## config.mk

```make
export PLATFORM = sky130hd
export DESIGN_NAME = synth_config_mailbox
export DESIGN_NICKNAME = d
export VERILOG_FILES = /design/src/shared/mailbox_pkg.sv /design/src/design/synth_store.sv /design/src/design/osc_freq_calc.sv /design/src/design/synth_config_mailbox.sv
export SDC_FILE = /design/constraint.sdc
export NUM_CORES = 2
export LEC_CHECK = 0
export BUFFER_PORTS_ARGS = -buffer_cell sky130_fd_sc_hd__buf_2
export CAP_MARGIN = 20
export CORE_ASPECT_RATIO = 1.2
export CORE_UTILIZATION = 60
export DETAILED_ROUTE_END_ITERATION = 8
export HOLD_SLACK_MARGIN = 0.1
export PLACE_DENSITY = 0.74
export SYNTH_ARGS = -nofsm -noshare
export SYNTH_HDL_FRONTEND = slang
export SYNTH_SLANG_ARGS = --single-unit
export TNS_END_PERCENT = 20
```

## constraint.sdc

```tcl
create_clock -name clk -period 14.95 [get_ports clk]
set_clock_uncertainty 0.15 [all_clocks]
set_input_delay 0.7475 -clock clk [delete_from_list [all_inputs] [get_ports clk]]
set_output_delay 0.7475 -clock clk [all_outputs]
set_load 0.05 [all_outputs]
```

## src/shared/mailbox_pkg.sv

```systemverilog
// Constants, register map and state type for the synthesizer configuration mailbox.
// Assumes a byte-wide register port on one clock; multi-byte registers are most significant byte first.
// Notes on behaviour
// [RULE_01] Fetch request loads masked synthesizer into page.
// [RULE_02] Host sets exactly one mask bit for fetch.
// [RULE_03] Semaphore reads zero once fetch completes.
// [RULE_04] Page holds fetched configuration after completion.
// [RULE_05] Apply starts only when fetch bit zero.
// [RULE_06] Apply copies page to every masked synthesizer.
// [RULE_07] Apply completion clears the semaphore to zero.
// [RULE_08] Base frequency 16 bits, reset 0x1F40.
// [RULE_09] Frequency is base times multiplier times numerator/denominator.
// [RULE_10] Multiplier 24 bits, reset 0x017BB0.
// [RULE_11] Numerator 16 bits, reset 0x0001.
// [RULE_12] Semaphore upper six bits read zero.
// [RULE_13] Ten-bit mask, bits 0-3 pick synthesizers.
// [RULE_14] Denominator 16 bits, reset one.
// [RULE_15] Host leaves page alone while request pending.
`default_nettype none

package mailbox_pkg;

    // ------------------------------------------------------------------
    // Register byte addresses
    // ------------------------------------------------------------------
    localparam logic [15:0] MASK_ADDR = 16'h0682;
    localparam logic [15:0] SEM_ADDR  = 16'h0684;
    localparam logic [15:0] BASE_ADDR = 16'h0685;
    localparam logic [15:0] MULT_ADDR = 16'h0687;
    localparam logic [15:0] NUM_ADDR  = 16'h068A;
    localparam logic [15:0] DEN_ADDR  = 16'h068C;

    // ------------------------------------------------------------------
    // Field widths and positions
    // ------------------------------------------------------------------
    localparam int SEM_APPLY_BIT   = 0;
    localparam int SEM_FETCH_BIT   = 1;
    localparam int MASK_WIDTH      = 10;
    localparam int SYNTH_COUNT     = 4;
    localparam int SYNTH_IDX_WIDTH = 2;
    localparam int BASE_WIDTH      = 16;
    localparam int MULT_WIDTH      = 24;
    localparam int NUM_WIDTH       = 16;
    localparam int DEN_WIDTH       = 16;
    localparam int CFG_WIDTH       = BASE_WIDTH + MULT_WIDTH + NUM_WIDTH + DEN_WIDTH;
    localparam int CFG_DEN_LSB     = 0;
    localparam int CFG_NUM_LSB     = CFG_DEN_LSB + DEN_WIDTH;
    localparam int CFG_MULT_LSB    = CFG_NUM_LSB + NUM_WIDTH;
    localparam int CFG_BASE_LSB    = CFG_MULT_LSB + MULT_WIDTH;
    localparam int PRODUCT_WIDTH   = BASE_WIDTH + MULT_WIDTH + NUM_WIDTH;

    // ------------------------------------------------------------------
    // Reset values
    // ------------------------------------------------------------------
    localparam logic [7:0]            SEM_RESET  = 8'h00;
    localparam logic [MASK_WIDTH-1:0] MASK_RESET = 10'h001;
    localparam logic [BASE_WIDTH-1:0] BASE_RESET = 16'h1f40;
    localparam logic [MULT_WIDTH-1:0] MULT_RESET = 24'h01_7bb0;
    localparam logic [NUM_WIDTH-1:0]  NUM_RESET  = 16'h0001;
    localparam logic [DEN_WIDTH-1:0]  DEN_RESET  = 16'h0001;
    localparam logic [CFG_WIDTH-1:0]  CFG_RESET  = {BASE_RESET, MULT_RESET, NUM_RESET, DEN_RESET};

    // Clock cycles one frequency calculation takes after its start.
    localparam int CALC_CYCLES = PRODUCT_WIDTH + 1;

    typedef enum logic [2:0] {
        ST_IDLE,
        ST_FETCH_READ,
        ST_FETCH_LOAD,
        ST_APPLY,
        ST_DONE
    } mbox_state_type;

endpackage

`default_nettype wire

```

## src/design/synth_store.sv

```systemverilog
// Stored configuration words, one per synthesizer, with a registered read port.
// Assumes one writer and one reader on the same clock; entries reset to the default configuration.
`timescale 1ns/10ps
`default_nettype none

module synth_store
    import mailbox_pkg::*;
#(
    parameter int                   DEPTH       = SYNTH_COUNT,
    parameter int                   WIDTH       = CFG_WIDTH,
    parameter logic [WIDTH-1:0]     RESET_VALUE = CFG_RESET
) (
    input  wire logic                       clk,
    input  wire logic                       rst_b,
    input  wire logic                       we,
    input  wire logic [$clog2(DEPTH)-1:0]   waddr,
    input  wire logic [WIDTH-1:0]           wdata,
    input  wire logic [$clog2(DEPTH)-1:0]   raddr,
    output logic      [WIDTH-1:0]           rdata
);

    logic [WIDTH-1:0] entry_reg [DEPTH];

    genvar g;
    generate
        for (g = 0; g < DEPTH; g++) begin : g_entry
            always_ff @(posedge clk or negedge rst_b) begin
                if (!rst_b) begin
                    entry_reg[g] <= RESET_VALUE;
                end else if (we && (waddr == ($clog2(DEPTH))'(g))) begin
                    entry_reg[g] <= wdata;
                end
            end
        end
    endgenerate

    always_ff @(posedge clk or negedge rst_b) begin
        if (!rst_b) begin
            rdata <= RESET_VALUE;
        end else begin
            rdata <= entry_reg[raddr];
        end
    end

endmodule // synth_store

`default_nettype wire

```

## src/design/osc_freq_calc.sv

```systemverilog
// Sequential calculation of the oscillator frequency from the four page terms.
// Assumes start is a one-cycle pulse; a new start abandons any calculation in flight.
`timescale 1ns/10ps
`default_nettype none

module osc_freq_calc
    import mailbox_pkg::*;
(
    input  wire logic                     clk,
    input  wire logic                     rst_b,
    input  wire logic                     start,
    input  wire logic [BASE_WIDTH-1:0]    base_frequency_term,
    input  wire logic [MULT_WIDTH-1:0]    multiplier_term,
    input  wire logic [NUM_WIDTH-1:0]     numerator_term,
    input  wire logic [DEN_WIDTH-1:0]     denominator_term,
    output logic      [PRODUCT_WIDTH-1:0] freq_hz,
    output logic                          freq_valid
);

    localparam int CNT_WIDTH = $clog2(PRODUCT_WIDTH + 1);

    logic [PRODUCT_WIDTH-1:0] quot_reg;
    logic [DEN_WIDTH-1:0]     rem_reg;
    logic [DEN_WIDTH-1:0]     den_reg;
    logic [CNT_WIDTH-1:0]     count_reg;
    logic                     running_reg;
    logic [DEN_WIDTH:0]       trial;
    logic                     fits;

    // Restoring division, one quotient bit per clock.
    assign trial = {rem_reg, quot_reg[PRODUCT_WIDTH-1]};
    assign fits  = trial >= {1'b0, den_reg};

    // [RULE_09] Product over denominator
    always_ff @(posedge clk or negedge rst_b) begin
        if (!rst_b) begin
            quot_reg    <= '0;
            rem_reg     <= '0;
            den_reg     <= DEN_RESET;
            count_reg   <= '0;
            running_reg <= 1'b0;
        end else if (start) begin
            quot_reg    <= PRODUCT_WIDTH'(base_frequency_term) * PRODUCT_WIDTH'(multiplier_term)
                           * PRODUCT_WIDTH'(numerator_term);
            rem_reg     <= '0;
            den_reg     <= denominator_term;
            count_reg   <= CNT_WIDTH'(PRODUCT_WIDTH);
            running_reg <= 1'b1;
        end else if (running_reg) begin
            rem_reg     <= fits ? DEN_WIDTH'(trial - {1'b0, den_reg}) : trial[DEN_WIDTH-1:0];
            quot_reg    <= {quot_reg[PRODUCT_WIDTH-2:0], fits};
            count_reg   <= count_reg - 1'b1;
            running_reg <= (count_reg != CNT_WIDTH'(1));
        end
    end

    // A zero denominator yields all ones, the natural result of the divider.
    always_ff @(posedge clk or negedge rst_b) begin
        if (!rst_b) begin
            freq_hz    <= '0;
            freq_valid <= 1'b0;
        end else if (start) begin
            freq_valid <= 1'b0;
        end else if (running_reg && count_reg == CNT_WIDTH'(1)) begin
            freq_hz    <= {quot_reg[PRODUCT_WIDTH-2:0], fits};
            freq_valid <= 1'b1;
        end
    end

endmodule // osc_freq_calc

`default_nettype wire

```

## src/design/synth_config_mailbox.sv

```systemverilog
// Mailbox page for synthesizer configuration: request flags, frequency terms and selection mask.
// Assumes a byte register port on clk; reads answer one cycle after reg_rd.
`timescale 1ns/10ps
`default_nettype none

module synth_config_mailbox
    import mailbox_pkg::*;
(
    input  wire logic                     clk,
    input  wire logic                     rst_b,
    input  wire logic [15:0]              reg_addr,
    input  wire logic                     reg_wr,
    input  wire logic [7:0]               reg_wdata,
    input  wire logic                     reg_rd,
    output logic      [7:0]               reg_rdata,
    output logic      [PRODUCT_WIDTH-1:0] osc_freq_hz,
    output logic                          osc_freq_valid
);

    // ------------------------------------------------------------------
    // Page registers
    // ------------------------------------------------------------------
    logic [MASK_WIDTH-1:0]      mask_reg;
    logic                       sem_fetch_reg;
    logic                       sem_apply_reg;
    logic [BASE_WIDTH-1:0]      base_frequency_term_reg;
    logic [MULT_WIDTH-1:0]      multiplier_term_reg;
    logic [NUM_WIDTH-1:0]       numerator_term_reg;
    logic [DEN_WIDTH-1:0]       denominator_term_reg;
    logic                       recalc_reg;

    mbox_state_type             state_reg;
    mbox_state_type             state_next;
    logic [SYNTH_IDX_WIDTH-1:0] sel_idx_reg;
    logic [SYNTH_IDX_WIDTH-1:0] sel_idx_next;
    logic                       sel_hit;
    logic [SYNTH_IDX_WIDTH-1:0] apply_idx_reg;

    logic                       mem_we;
    logic [CFG_WIDTH-1:0]       page_cfg;
    logic [CFG_WIDTH-1:0]       mem_rdata;
    logic                       page_load;
    logic                       page_write;
    logic                       sem_write;
    logic                       sem_idle;
    logic [7:0]                 rd_mux;

    assign page_cfg   = {base_frequency_term_reg, multiplier_term_reg, numerator_term_reg, denominator_term_reg};
    assign page_load  = (state_reg == ST_FETCH_LOAD);
    assign sem_idle   = (state_reg == ST_IDLE) && !sem_fetch_reg && !sem_apply_reg;
    assign sem_write  = reg_wr && (reg_addr == SEM_ADDR);
    assign page_write = reg_wr && (reg_addr >= BASE_ADDR) && (reg_addr <= DEN_ADDR + 16'h0001);

    // ------------------------------------------------------------------
    // Request flags
    // ------------------------------------------------------------------
    // A request is accepted only while the mailbox is idle, so a completion clear can never meet a new set.
    always_ff @(posedge clk or negedge rst_b) begin
        if (!rst_b) begin
            sem_fetch_reg <= SEM_RESET[SEM_FETCH_BIT];
            sem_apply_reg <= SEM_RESET[SEM_APPLY_BIT];
        end else if (state_reg == ST_DONE) begin
            // [RULE_03] [RULE_07] Completion clears semaphore
            sem_fetch_reg <= 1'b0;
            sem_apply_reg <= 1'b0;
        end else if (sem_write && sem_idle) begin
            sem_fetch_reg <= reg_wdata[SEM_FETCH_BIT];
            // [RULE_05] Apply needs fetch clear
            sem_apply_reg <= reg_wdata[SEM_APPLY_BIT] && !reg_wdata[SEM_FETCH_BIT];
        end
    end

    // ------------------------------------------------------------------
    // Selection mask and frequency terms
    // ------------------------------------------------------------------
    always_ff @(posedge clk or negedge rst_b) begin
        if (!rst_b) begin
            mask_reg <= MASK_RESET;
        end else if (reg_wr && reg_addr == MASK_ADDR) begin
            mask_reg[MASK_WIDTH-1:8] <= reg_wdata[MASK_WIDTH-9:0];
        end else if (reg_wr && reg_addr == MASK_ADDR + 16'h0001) begin
            mask_reg[7:0] <= reg_wdata;
        end
    end

    // A fetch load wins over a host write in the same cycle.
    always_ff @(posedge clk or negedge rst_b) begin
        if (!rst_b) begin
            // [RULE_08] Base term reset
            base_frequency_term_reg <= BASE_RESET;
            // [RULE_10] Multiplier term reset
            multiplier_term_reg     <= MULT_RESET;
            // [RULE_11] Numerator term reset
            numerator_term_reg      <= NUM_RESET;
            // [RULE_14] Denominator term reset
            denominator_term_reg    <= DEN_RESET;
        end else if (page_load) begin
            // [RULE_01] [RULE_04] Load fetched configuration
            base_frequency_term_reg <= mem_rdata[CFG_BASE_LSB +: BASE_WIDTH];
            multiplier_term_reg     <= mem_rdata[CFG_MULT_LSB +: MULT_WIDTH];
            numerator_term_reg      <= mem_rdata[CFG_NUM_LSB +: NUM_WIDTH];
            denominator_term_reg    <= mem_rdata[CFG_DEN_LSB +: DEN_WIDTH];
        end else if (reg_wr) begin
            unique case (reg_addr)
                BASE_ADDR:           base_frequency_term_reg[15:8] <= reg_wdata;
                BASE_ADDR + 16'h1:   base_frequency_term_reg[7:0]  <= reg_wdata;
                MULT_ADDR:           multiplier_term_reg[23:16]    <= reg_wdata;
                MULT_ADDR + 16'h1:   multiplier_term_reg[15:8]     <= reg_wdata;
                MULT_ADDR + 16'h2:   multiplier_term_reg[7:0]      <= reg_wdata;
                NUM_ADDR:            numerator_term_reg[15:8]      <= reg_wdata;
                NUM_ADDR + 16'h1:    numerator_term_reg[7:0]       <= reg_wdata;
                DEN_ADDR:            denominator_term_reg[15:8]    <= reg_wdata;
                DEN_ADDR + 16'h1:    denominator_term_reg[7:0]     <= reg_wdata;
                default: begin
                end
            endcase
        end
    end

    // The calculation restarts one cycle after any change of the terms, and once after reset.
    always_ff @(posedge clk or negedge rst_b) begin
        if (!rst_b) begin
            recalc_reg <= 1'b1;
        end else begin
            recalc_reg <= page_load || page_write;
        end
    end

    // ------------------------------------------------------------------
    // Read port
    // ------------------------------------------------------------------
    always_comb begin
        rd_mux = 8'h00;
        unique case (reg_addr)
            MASK_ADDR:           rd_mux = 8'(mask_reg[MASK_WIDTH-1:8]);
            MASK_ADDR + 16'h1:   rd_mux = mask_reg[7:0];
            // [RULE_12] Reserved bits zero
            SEM_ADDR:            rd_mux = {6'h00, sem_fetch_reg, sem_apply_reg};
            BASE_ADDR:           rd_mux = base_frequency_term_reg[15:8];
            BASE_ADDR + 16'h1:   rd_mux = base_frequency_term_reg[7:0];
            MULT_ADDR:           rd_mux = multiplier_term_reg[23:16];
            MULT_ADDR + 16'h1:   rd_mux = multiplier_term_reg[15:8];
            MULT_ADDR + 16'h2:   rd_mux = multiplier_term_reg[7:0];
            NUM_ADDR:            rd_mux = numerator_term_reg[15:8];
            NUM_ADDR + 16'h1:    rd_mux = numerator_term_reg[7:0];
            DEN_ADDR:            rd_mux = denominator_term_reg[15:8];
            DEN_ADDR + 16'h1:    rd_mux = denominator_term_reg[7:0];
            default:             rd_mux = 8'h00;
        endcase
    end

    always_ff @(posedge clk or negedge rst_b) begin
        if (!rst_b) begin
            reg_rdata <= 8'h00;
        end else if (reg_rd) begin
            reg_rdata <= rd_mux;
        end
    end

    // ------------------------------------------------------------------
    // Mailbox sequencer
    // ------------------------------------------------------------------
    // [RULE_02] [RULE_13] Lowest selected synthesizer fetched
    always_comb begin
        sel_idx_next = '0;
        sel_hit      = 1'b0;
        for (int i = SYNTH_COUNT - 1; i >= 0; i--) begin
            if (mask_reg[i]) begin
                sel_idx_next = SYNTH_IDX_WIDTH'(i);
                sel_hit      = 1'b1;
            end
        end
    end

    always_comb begin
        state_next = state_reg;
        unique case (state_reg)
            ST_IDLE: begin
                if (sem_fetch_reg) begin
                    state_next = sel_hit ? ST_FETCH_READ : ST_DONE;
                end else if (sem_apply_reg) begin
                    state_next = ST_APPLY;
                end
            end
            ST_FETCH_READ: state_next = ST_FETCH_LOAD;
            ST_FETCH_LOAD: state_next = ST_DONE;
            ST_APPLY: begin
                if (apply_idx_reg == SYNTH_IDX_WIDTH'(SYNTH_COUNT - 1)) begin
                    state_next = ST_DONE;
                end
            end
            ST_DONE:       state_next = ST_IDLE;
        endcase
    end

    always_ff @(posedge clk or negedge rst_b) begin
        if (!rst_b) begin
            state_reg <= ST_IDLE;
        end else begin
            state_reg <= state_next;
        end
    end

    always_ff @(posedge clk or negedge rst_b) begin
        if (!rst_b) begin
            sel_idx_reg   <= '0;
            apply_idx_reg <= '0;
        end else begin
            if (state_reg == ST_IDLE) begin
                sel_idx_reg <= sel_idx_next;
            end
            apply_idx_reg <= (state_reg == ST_APPLY) ? apply_idx_reg + 1'b1 : '0;
        end
    end

    // [RULE_06] Write page to masked synthesizers
    assign mem_we = (state_reg == ST_APPLY) && mask_reg[apply_idx_reg];

    synth_store #(
        .DEPTH       (SYNTH_COUNT),
        .WIDTH       (CFG_WIDTH),
        .RESET_VALUE (CFG_RESET)
    ) u_store (
        .clk   (clk),
        .rst_b (rst_b),
        .we    (mem_we),
        .waddr (apply_idx_reg),
        .wdata (page_cfg),
        .raddr (sel_idx_reg),
        .rdata (mem_rdata)
    );

    // [RULE_09] Oscillator frequency
    osc_freq_calc u_calc (
        .clk                 (clk),
        .rst_b               (rst_b),
        .start               (recalc_reg),
        .base_frequency_term (base_frequency_term_reg),
        .multiplier_term     (multiplier_term_reg),
        .numerator_term      (numerator_term_reg),
        .denominator_term    (denominator_term_reg),
        .freq_hz             (osc_freq_hz),
        .freq_valid          (osc_freq_valid)
    );

    // ------------------------------------------------------------------
    // Checks
    // ------------------------------------------------------------------
    AST_FETCH_LOADS_PAGE: assert property (@(posedge clk) disable iff (!rst_b) // [RULE_01]
        state_reg == ST_FETCH_LOAD |=> page_cfg == $past(mem_rdata))
        else $error("Fetch did not load the page from the selected synthesizer.");

    AST_FETCH_COMPLETES: assert property (@(posedge clk) disable iff (!rst_b) // [RULE_03]
        $rose(sem_fetch_reg) |-> sem_fetch_reg [*2] ##[1:4] !sem_fetch_reg && !sem_apply_reg)
        else $error("Fetch request did not clear within the expected time.");

    AST_PAGE_STABLE_AFTER_FETCH: assert property (@(posedge clk) disable iff (!rst_b) // [RULE_04]
        state_reg == ST_DONE && $past(state_reg) == ST_FETCH_LOAD |-> page_cfg == mem_rdata)
        else $error("Page differs from the fetched synthesizer at completion.");

    AST_APPLY_NOT_WITH_FETCH: assert property (@(posedge clk) disable iff (!rst_b) // [RULE_05]
        $rose(sem_apply_reg) |-> !sem_fetch_reg ##1 state_reg == ST_APPLY)
        else $error("Apply started while a fetch was requested or did not start.");

    AST_APPLY_WRITES_MASKED: assert property (@(posedge clk) disable iff (!rst_b) // [RULE_06]
        $rose(state_reg == ST_APPLY) |-> mem_we == mask_reg[0] ##1 mem_we == mask_reg[1]
            ##1 mem_we == mask_reg[2] ##1 mem_we == mask_reg[3])
        else $error("Apply write enable does not follow the mask.");

    AST_APPLY_VISITS_ALL: assert property (@(posedge clk) disable iff (!rst_b) // [RULE_06]
        $rose(state_reg == ST_APPLY) |-> apply_idx_reg == 2'h0 ##3 apply_idx_reg == 2'h3 ##1 state_reg == ST_DONE)
        else $error("Apply did not walk all four synthesizers.");

    AST_APPLY_CLEARS_SEM: assert property (@(posedge clk) disable iff (!rst_b) // [RULE_07]
        $rose(sem_apply_reg) |-> (sem_apply_reg throughout (##[5:6] (state_reg == ST_DONE))) ##1 !sem_apply_reg)
        else $error("Apply did not clear the semaphore on completion.");

    AST_SEM_RESERVED_ZERO: assert property (@(posedge clk) disable iff (!rst_b) // [RULE_12]
        reg_rd && reg_addr == SEM_ADDR |=> reg_rdata[7:2] == 6'h00)
        else $error("Reserved semaphore bits read as nonzero.");

endmodule // synth_config_mailbox

`default_nettype wire

```

==> results_tabular.tex <==
\begin{tabular}{lr}
\hline
Metric & Value \\
\hline
\multicolumn{2}{l}{\textbf{Run status}} \\
\quad Status & finished clean \\
\multicolumn{2}{l}{\textbf{Die}} \\
\quad Top-Level Pins & 93 \\
\quad Core area & 98530 um\^{}2 \\
\quad Chip height & 347.5 um \\
\quad Die boundary width & 289.9 um \\
\quad Floorplan row count & 126 \\
\quad Initial core utilization & 60.58\% \\
\quad Die Area & 100700 um\^{}2 \\
\multicolumn{2}{l}{\textbf{Route}} \\
\quad WL/cell & 21.90 um \\
\quad Total Routed Length & 155.3 mm \\
\quad ANT nets after route & 0 \\
\quad Via density per instance & 5.971 \\
\quad Detailed Route Iter0 Violations & 3390 \\
\quad Vias & 42355 \\
\quad 1st-pass router iterations & 6 \\
\quad DRC & 0 \\
\multicolumn{2}{l}{\textbf{Yosys}} \\
\quad Sequential cell area fraction in the yosys report & 25.89\% \\
\quad Yosys warnings & 0 \\
\quad EDFF count, synth & 0 \\
\quad Synthesized netlist cell count & 5894 \\
\quad Most common flop cell mapped by yosys & dfrtp\_1 \\
\quad Cell accounting for the most synthesized area & fa\_1 \\
\quad Distinct cells, synth & 89 \\
\quad Post-synth ARST share & 100.0\% \\
\quad Top cell type's share of synthesized area & 28.07\% \\
\quad Register bit total from synthesis & 612 \\
\quad Largest cells by area after synthesis & fa\_1 (28\%), dfrtp\_1 (21\%), mux2\_2 (6.8\%) \\
\quad Syn Nets & 7021 \\
\quad Cell area after synthesis & 59690 um\^{}2 \\
\quad Avg Inst Size Synth & 10.13 um\^{}2 \\
\multicolumn{2}{l}{\textbf{STA}} \\
\quad Unrepaired setup endpoints after global routing & no \\
\quad Final period utilization & 86.79\% \\
\quad Min Hold Slack & 250.1 ps \\
\quad Sum of negative setup slack & 0 ps \\
\quad Final worst setup slack & 1974 ps \\
\quad Peak clock frequency supported by timing & 77.07 MHz \\
\quad Number of slew-limit violations in the final report & 0 \\
\quad Actual transition at the worst max-transition pin & 1119 ps \\
\quad Number of hold-slack violations in the final timing report & 0 \\
\quad Relative slew slack & 25.02\% \\
\quad Final worst path period need & 12980 ps \\
\quad Final setup vio count & 0 \\
\multicolumn{2}{l}{\textbf{Clock tree}} \\
\quad Number of clock sinks & 612 \\
\quad Count of H-tree levels built during CTS & 3 \\
\quad Clock slew seen by the registers of the worst setup and hold paths & 60 ps \\
\quad Buffer depth of the longest clock path & 3 \\
\quad Clk root buf & clkbuf\_16 \\
\quad Clock tree from TritonCTS & built \\
\quad Insertion delay of the later-clocked pin in the worst-skew pair & 660 ps \\
\quad Number of buffers created by CTS & 68 \\
\multicolumn{2}{l}{\textbf{Placement}} \\
\quad Detailed-placement wirelength estimate & 108.7 mm \\
\quad Cell Count Post-Placement & 6961 \\
\quad DP Worst Slack & 2045 ps \\
\quad Instance area after placement & 61000 um\^{}2 \\
\quad Global placement routability congestion & 0.9237 \\
\quad Count of buffers from port buffering & 92 \\
\multicolumn{2}{l}{\textbf{Critical path}} \\
\quad Critical path's top delay family & adder cells \\
\quad Cell with the most instances on the worst path & fa\_1 \\
\quad Critical path arrival & 13310 ps \\
\quad Worst Setup Path Type & flip-flop to flip-flop \\
\quad CP required & 15290 ps \\
\quad Slowest stage cell, crit path & dfrtp\_1 \\
\quad Count of buffer and inverter cells on the critical path & 9 \\
\quad Slowest cell delay on critical path & 1060 ps \\
\quad Startpoint types & flip-flop \\
\quad Sort of element at the end of the critical path & flip-flop \\
\quad Highest net fanout along the worst path & 22 \\
\multicolumn{2}{l}{\textbf{Global routing}} \\
\quad Wire length of the first global-routing pass & 249.4 mm \\
\quad GRT Util Overall & 31.56\% \\
\quad Pin count of the biggest net entering global routing & 185 \\
\quad Leftover overflow at the end of global routing & 0 \\
\quad Number of global-route vias before repair & 45195 \\
\quad Initial antenna violation count & 0 \\
\multicolumn{2}{l}{\textbf{Power and ir drop}} \\
\quad Power per cell area & 75.35 nW/um\^{}2 \\
\quad Net switching power figure & 1616 uW \\
\quad P\_int & 3177 uW \\
\quad Leakage power & 0.03102 uW \\
\quad Share of total power in combinational logic & 21.8\% \\
\quad Switching fraction of total power & 33.71\% \\
\quad Relative contribution of sequential cells to total power & 40.2\% \\
\quad Maximum vdd ir drop & 117.6 uV \\
\quad Clk pwr share & 37.9\% \\
\multicolumn{2}{l}{\textbf{Layout}} \\
\quad Fraction of final layout cells sized beyond drive strength 1 & 15.37\% \\
\quad Max reg flops & 288 \\
\quad Relative area change from synthesis to final layout & 6.576\% \\
\quad Filler-free cell count of the finished design & 7093 \\
\quad Filler instances & 7691 \\
\quad Final std cell area, no fill & 63610 um\^{}2 \\
\quad Count of nets after finishing & 6884 \\
\multicolumn{2}{l}{\textbf{Hold path}} \\
\quad Path class of the lowest-slack min-delay path & input pin to flip-flop \\
\multicolumn{2}{l}{\textbf{Run}} \\
\quad Count of max-cap constraint violations & 0 \\
\hline
\end{tabular}
-- power by group through the flow --
stage | sequential (uW) | combinational [uW] | clock (uW)
after floorplan | 1900 | 715 | 0
after global placement | 1950 | 997 | 0
after detailed placement | 1960 | 1020 | 0
after CTS | 1930 | 1030 | 1840
after global routing | 1940 | 1140 | 1910
final | 1930 | 1050 | 1820
-- synthesized netlist by cell type, types with 6 or more instances --
library cell	number
inv_1	913
fa_1	837
nand2_1	834
dfrtp_1	501
mux2_2	359
clkbuf_1	334
and2_1	303
ha_1	262
o21ai_0	169
a21oi_1	163
nor2_1	124
dfstp_2	111
nand3_1	108
mux2i_1	93
mux4_2	73
nor2b_1	61
and3_1	58
a21o_1	57
xnor2_1	57
buf_1	46
nand2b_1	31
xor2_1	30
a211oi_1	28
o211ai_1	26
a22oi_1	25
o21ai_1	21
a311oi_1	19
nand4_1	19
nor3_1	19
or3_1	18
o21a_1	16
a31oi_1	14
o311a_1	11
o21bai_1	10
nand2_2	7
o22ai_1	7
o31ai_1	7
a222oi_1	6
nor4_1	6
-- per-stage QoR --
step,total power [uW],util (%)
after floorplan,2612,-
after global placement,2949,61.89
after detailed placement,2978,61.91
after CTS,4799,64.41
after global routing,4989,64.55
final,4793,64.56
-- kinds of logic (layout without fill, tap and decap cells) --
logic type               Yosys count  count (layout)  synth area share (%)
AO/OA/AOI/OAI                    643             643                 6.985
other                              0               2                     0
flip-flops                       612             612                 25.89
adder cells (fa/ha/maj)         1099            1099                 33.57
buffers and inverters           1301            1218                 8.218
XOR/XNOR                          88              88                 1.304
multiplexers                     525             525                 11.09
AND/OR/NAND/NOR                 1626            1626                 12.95
-- area by class of cell --
type                       count  area (um^2)  share of cell area [%]
clock inverter                40        659.4                   1.037
tap                         1280         1602                   2.518
inverter                     913         3427                   5.387
timing repair buffer         181         1257                   1.977
multi-input combinational   3981        39390                   61.92
sequential                   612        15470                   24.32
clock buffer                  84         1802                   2.832
antenna                        2        5.005                0.007868
-- timing repair --
action                    CTS  global route
hold buffers                1             0
hold endpoints to repair  101             0
setup buffers               0             0
resized for setup           0             0
-- final timing paths --
check / start / end / slack (ps) / depth (start not counted)
max: multiplier_term_reg[19] / u_calc.quot_reg[55] / 1970 / 41
min: reg_rd / reg_rdata[1] / 250 / 2
max reg2reg: multiplier_term_reg[19] / u_calc.quot_reg[55] / 1970 / 41
min reg2reg: u_store.rdata[60] / base_frequency_term_reg[4] / 300 / 2
max in group asynchronous: rst_b / u_store.entry_reg[137] / 11230 / 6
min in group asynchronous: rst_b / u_calc.count_reg[4] / 600 / 2
-- cells in the final DEF (no fill, tap or decap), types with 14 or more instances in the layout --
| master | synthesis | layout |
|---|---|---|
| a31oi_1 | 14 | 14 |
| a311oi_1 | 19 | 19 |
| a22oi_1 | 25 | 25 |
| or3_1 | 18 | 18 |
| dfstp_2 | 111 | 110 |
| xor2_1 | 30 | 29 |
| nand2_1 | 834 | 830 |
| clkbuf_16 | 0 | 68 |
| mux2i_1 | 93 | 93 |
| nand2b_1 | 31 | 31 |
| a21oi_1 | 163 | 163 |
| fa_1 | 837 | 837 |
| and2_1 | 303 | 303 |
| xnor2_1 | 57 | 55 |
| o21ai_0 | 169 | 166 |
| clkinv_2 | 0 | 15 |
| and3_1 | 58 | 57 |
| ha_1 | 262 | 262 |
| inv_1 | 913 | 913 |
| dfrtp_1 | 501 | 498 |
| nand4_1 | 19 | 19 |
| nor3_1 | 19 | 19 |
| mux2_2 | 359 | 359 |
| a21o_1 | 57 | 57 |
| buf_2 | 5 | 91 |
| buf_4 | 2 | 81 |
| o21a_1 | 16 | 16 |
| nand3_1 | 108 | 108 |
| o21ai_1 | 21 | 24 |
| a211oi_1 | 28 | 28 |
| o211ai_1 | 26 | 26 |
| mux4_2 | 73 | 73 |
| nor2_1 | 124 | 124 |
| nor2b_1 | 61 | 61 |
-- layer usage --
metal  GRT usage, %  vias up  part of all wire (%)
li1               -    18461                     -
met1          40.93    21773                    39
met2          53.40     1749                    49
met3          4.814      372                   7.6
met4          12.67        0                   4.3
met5              0        -                     0
Power figures use the tool's default switching activity.
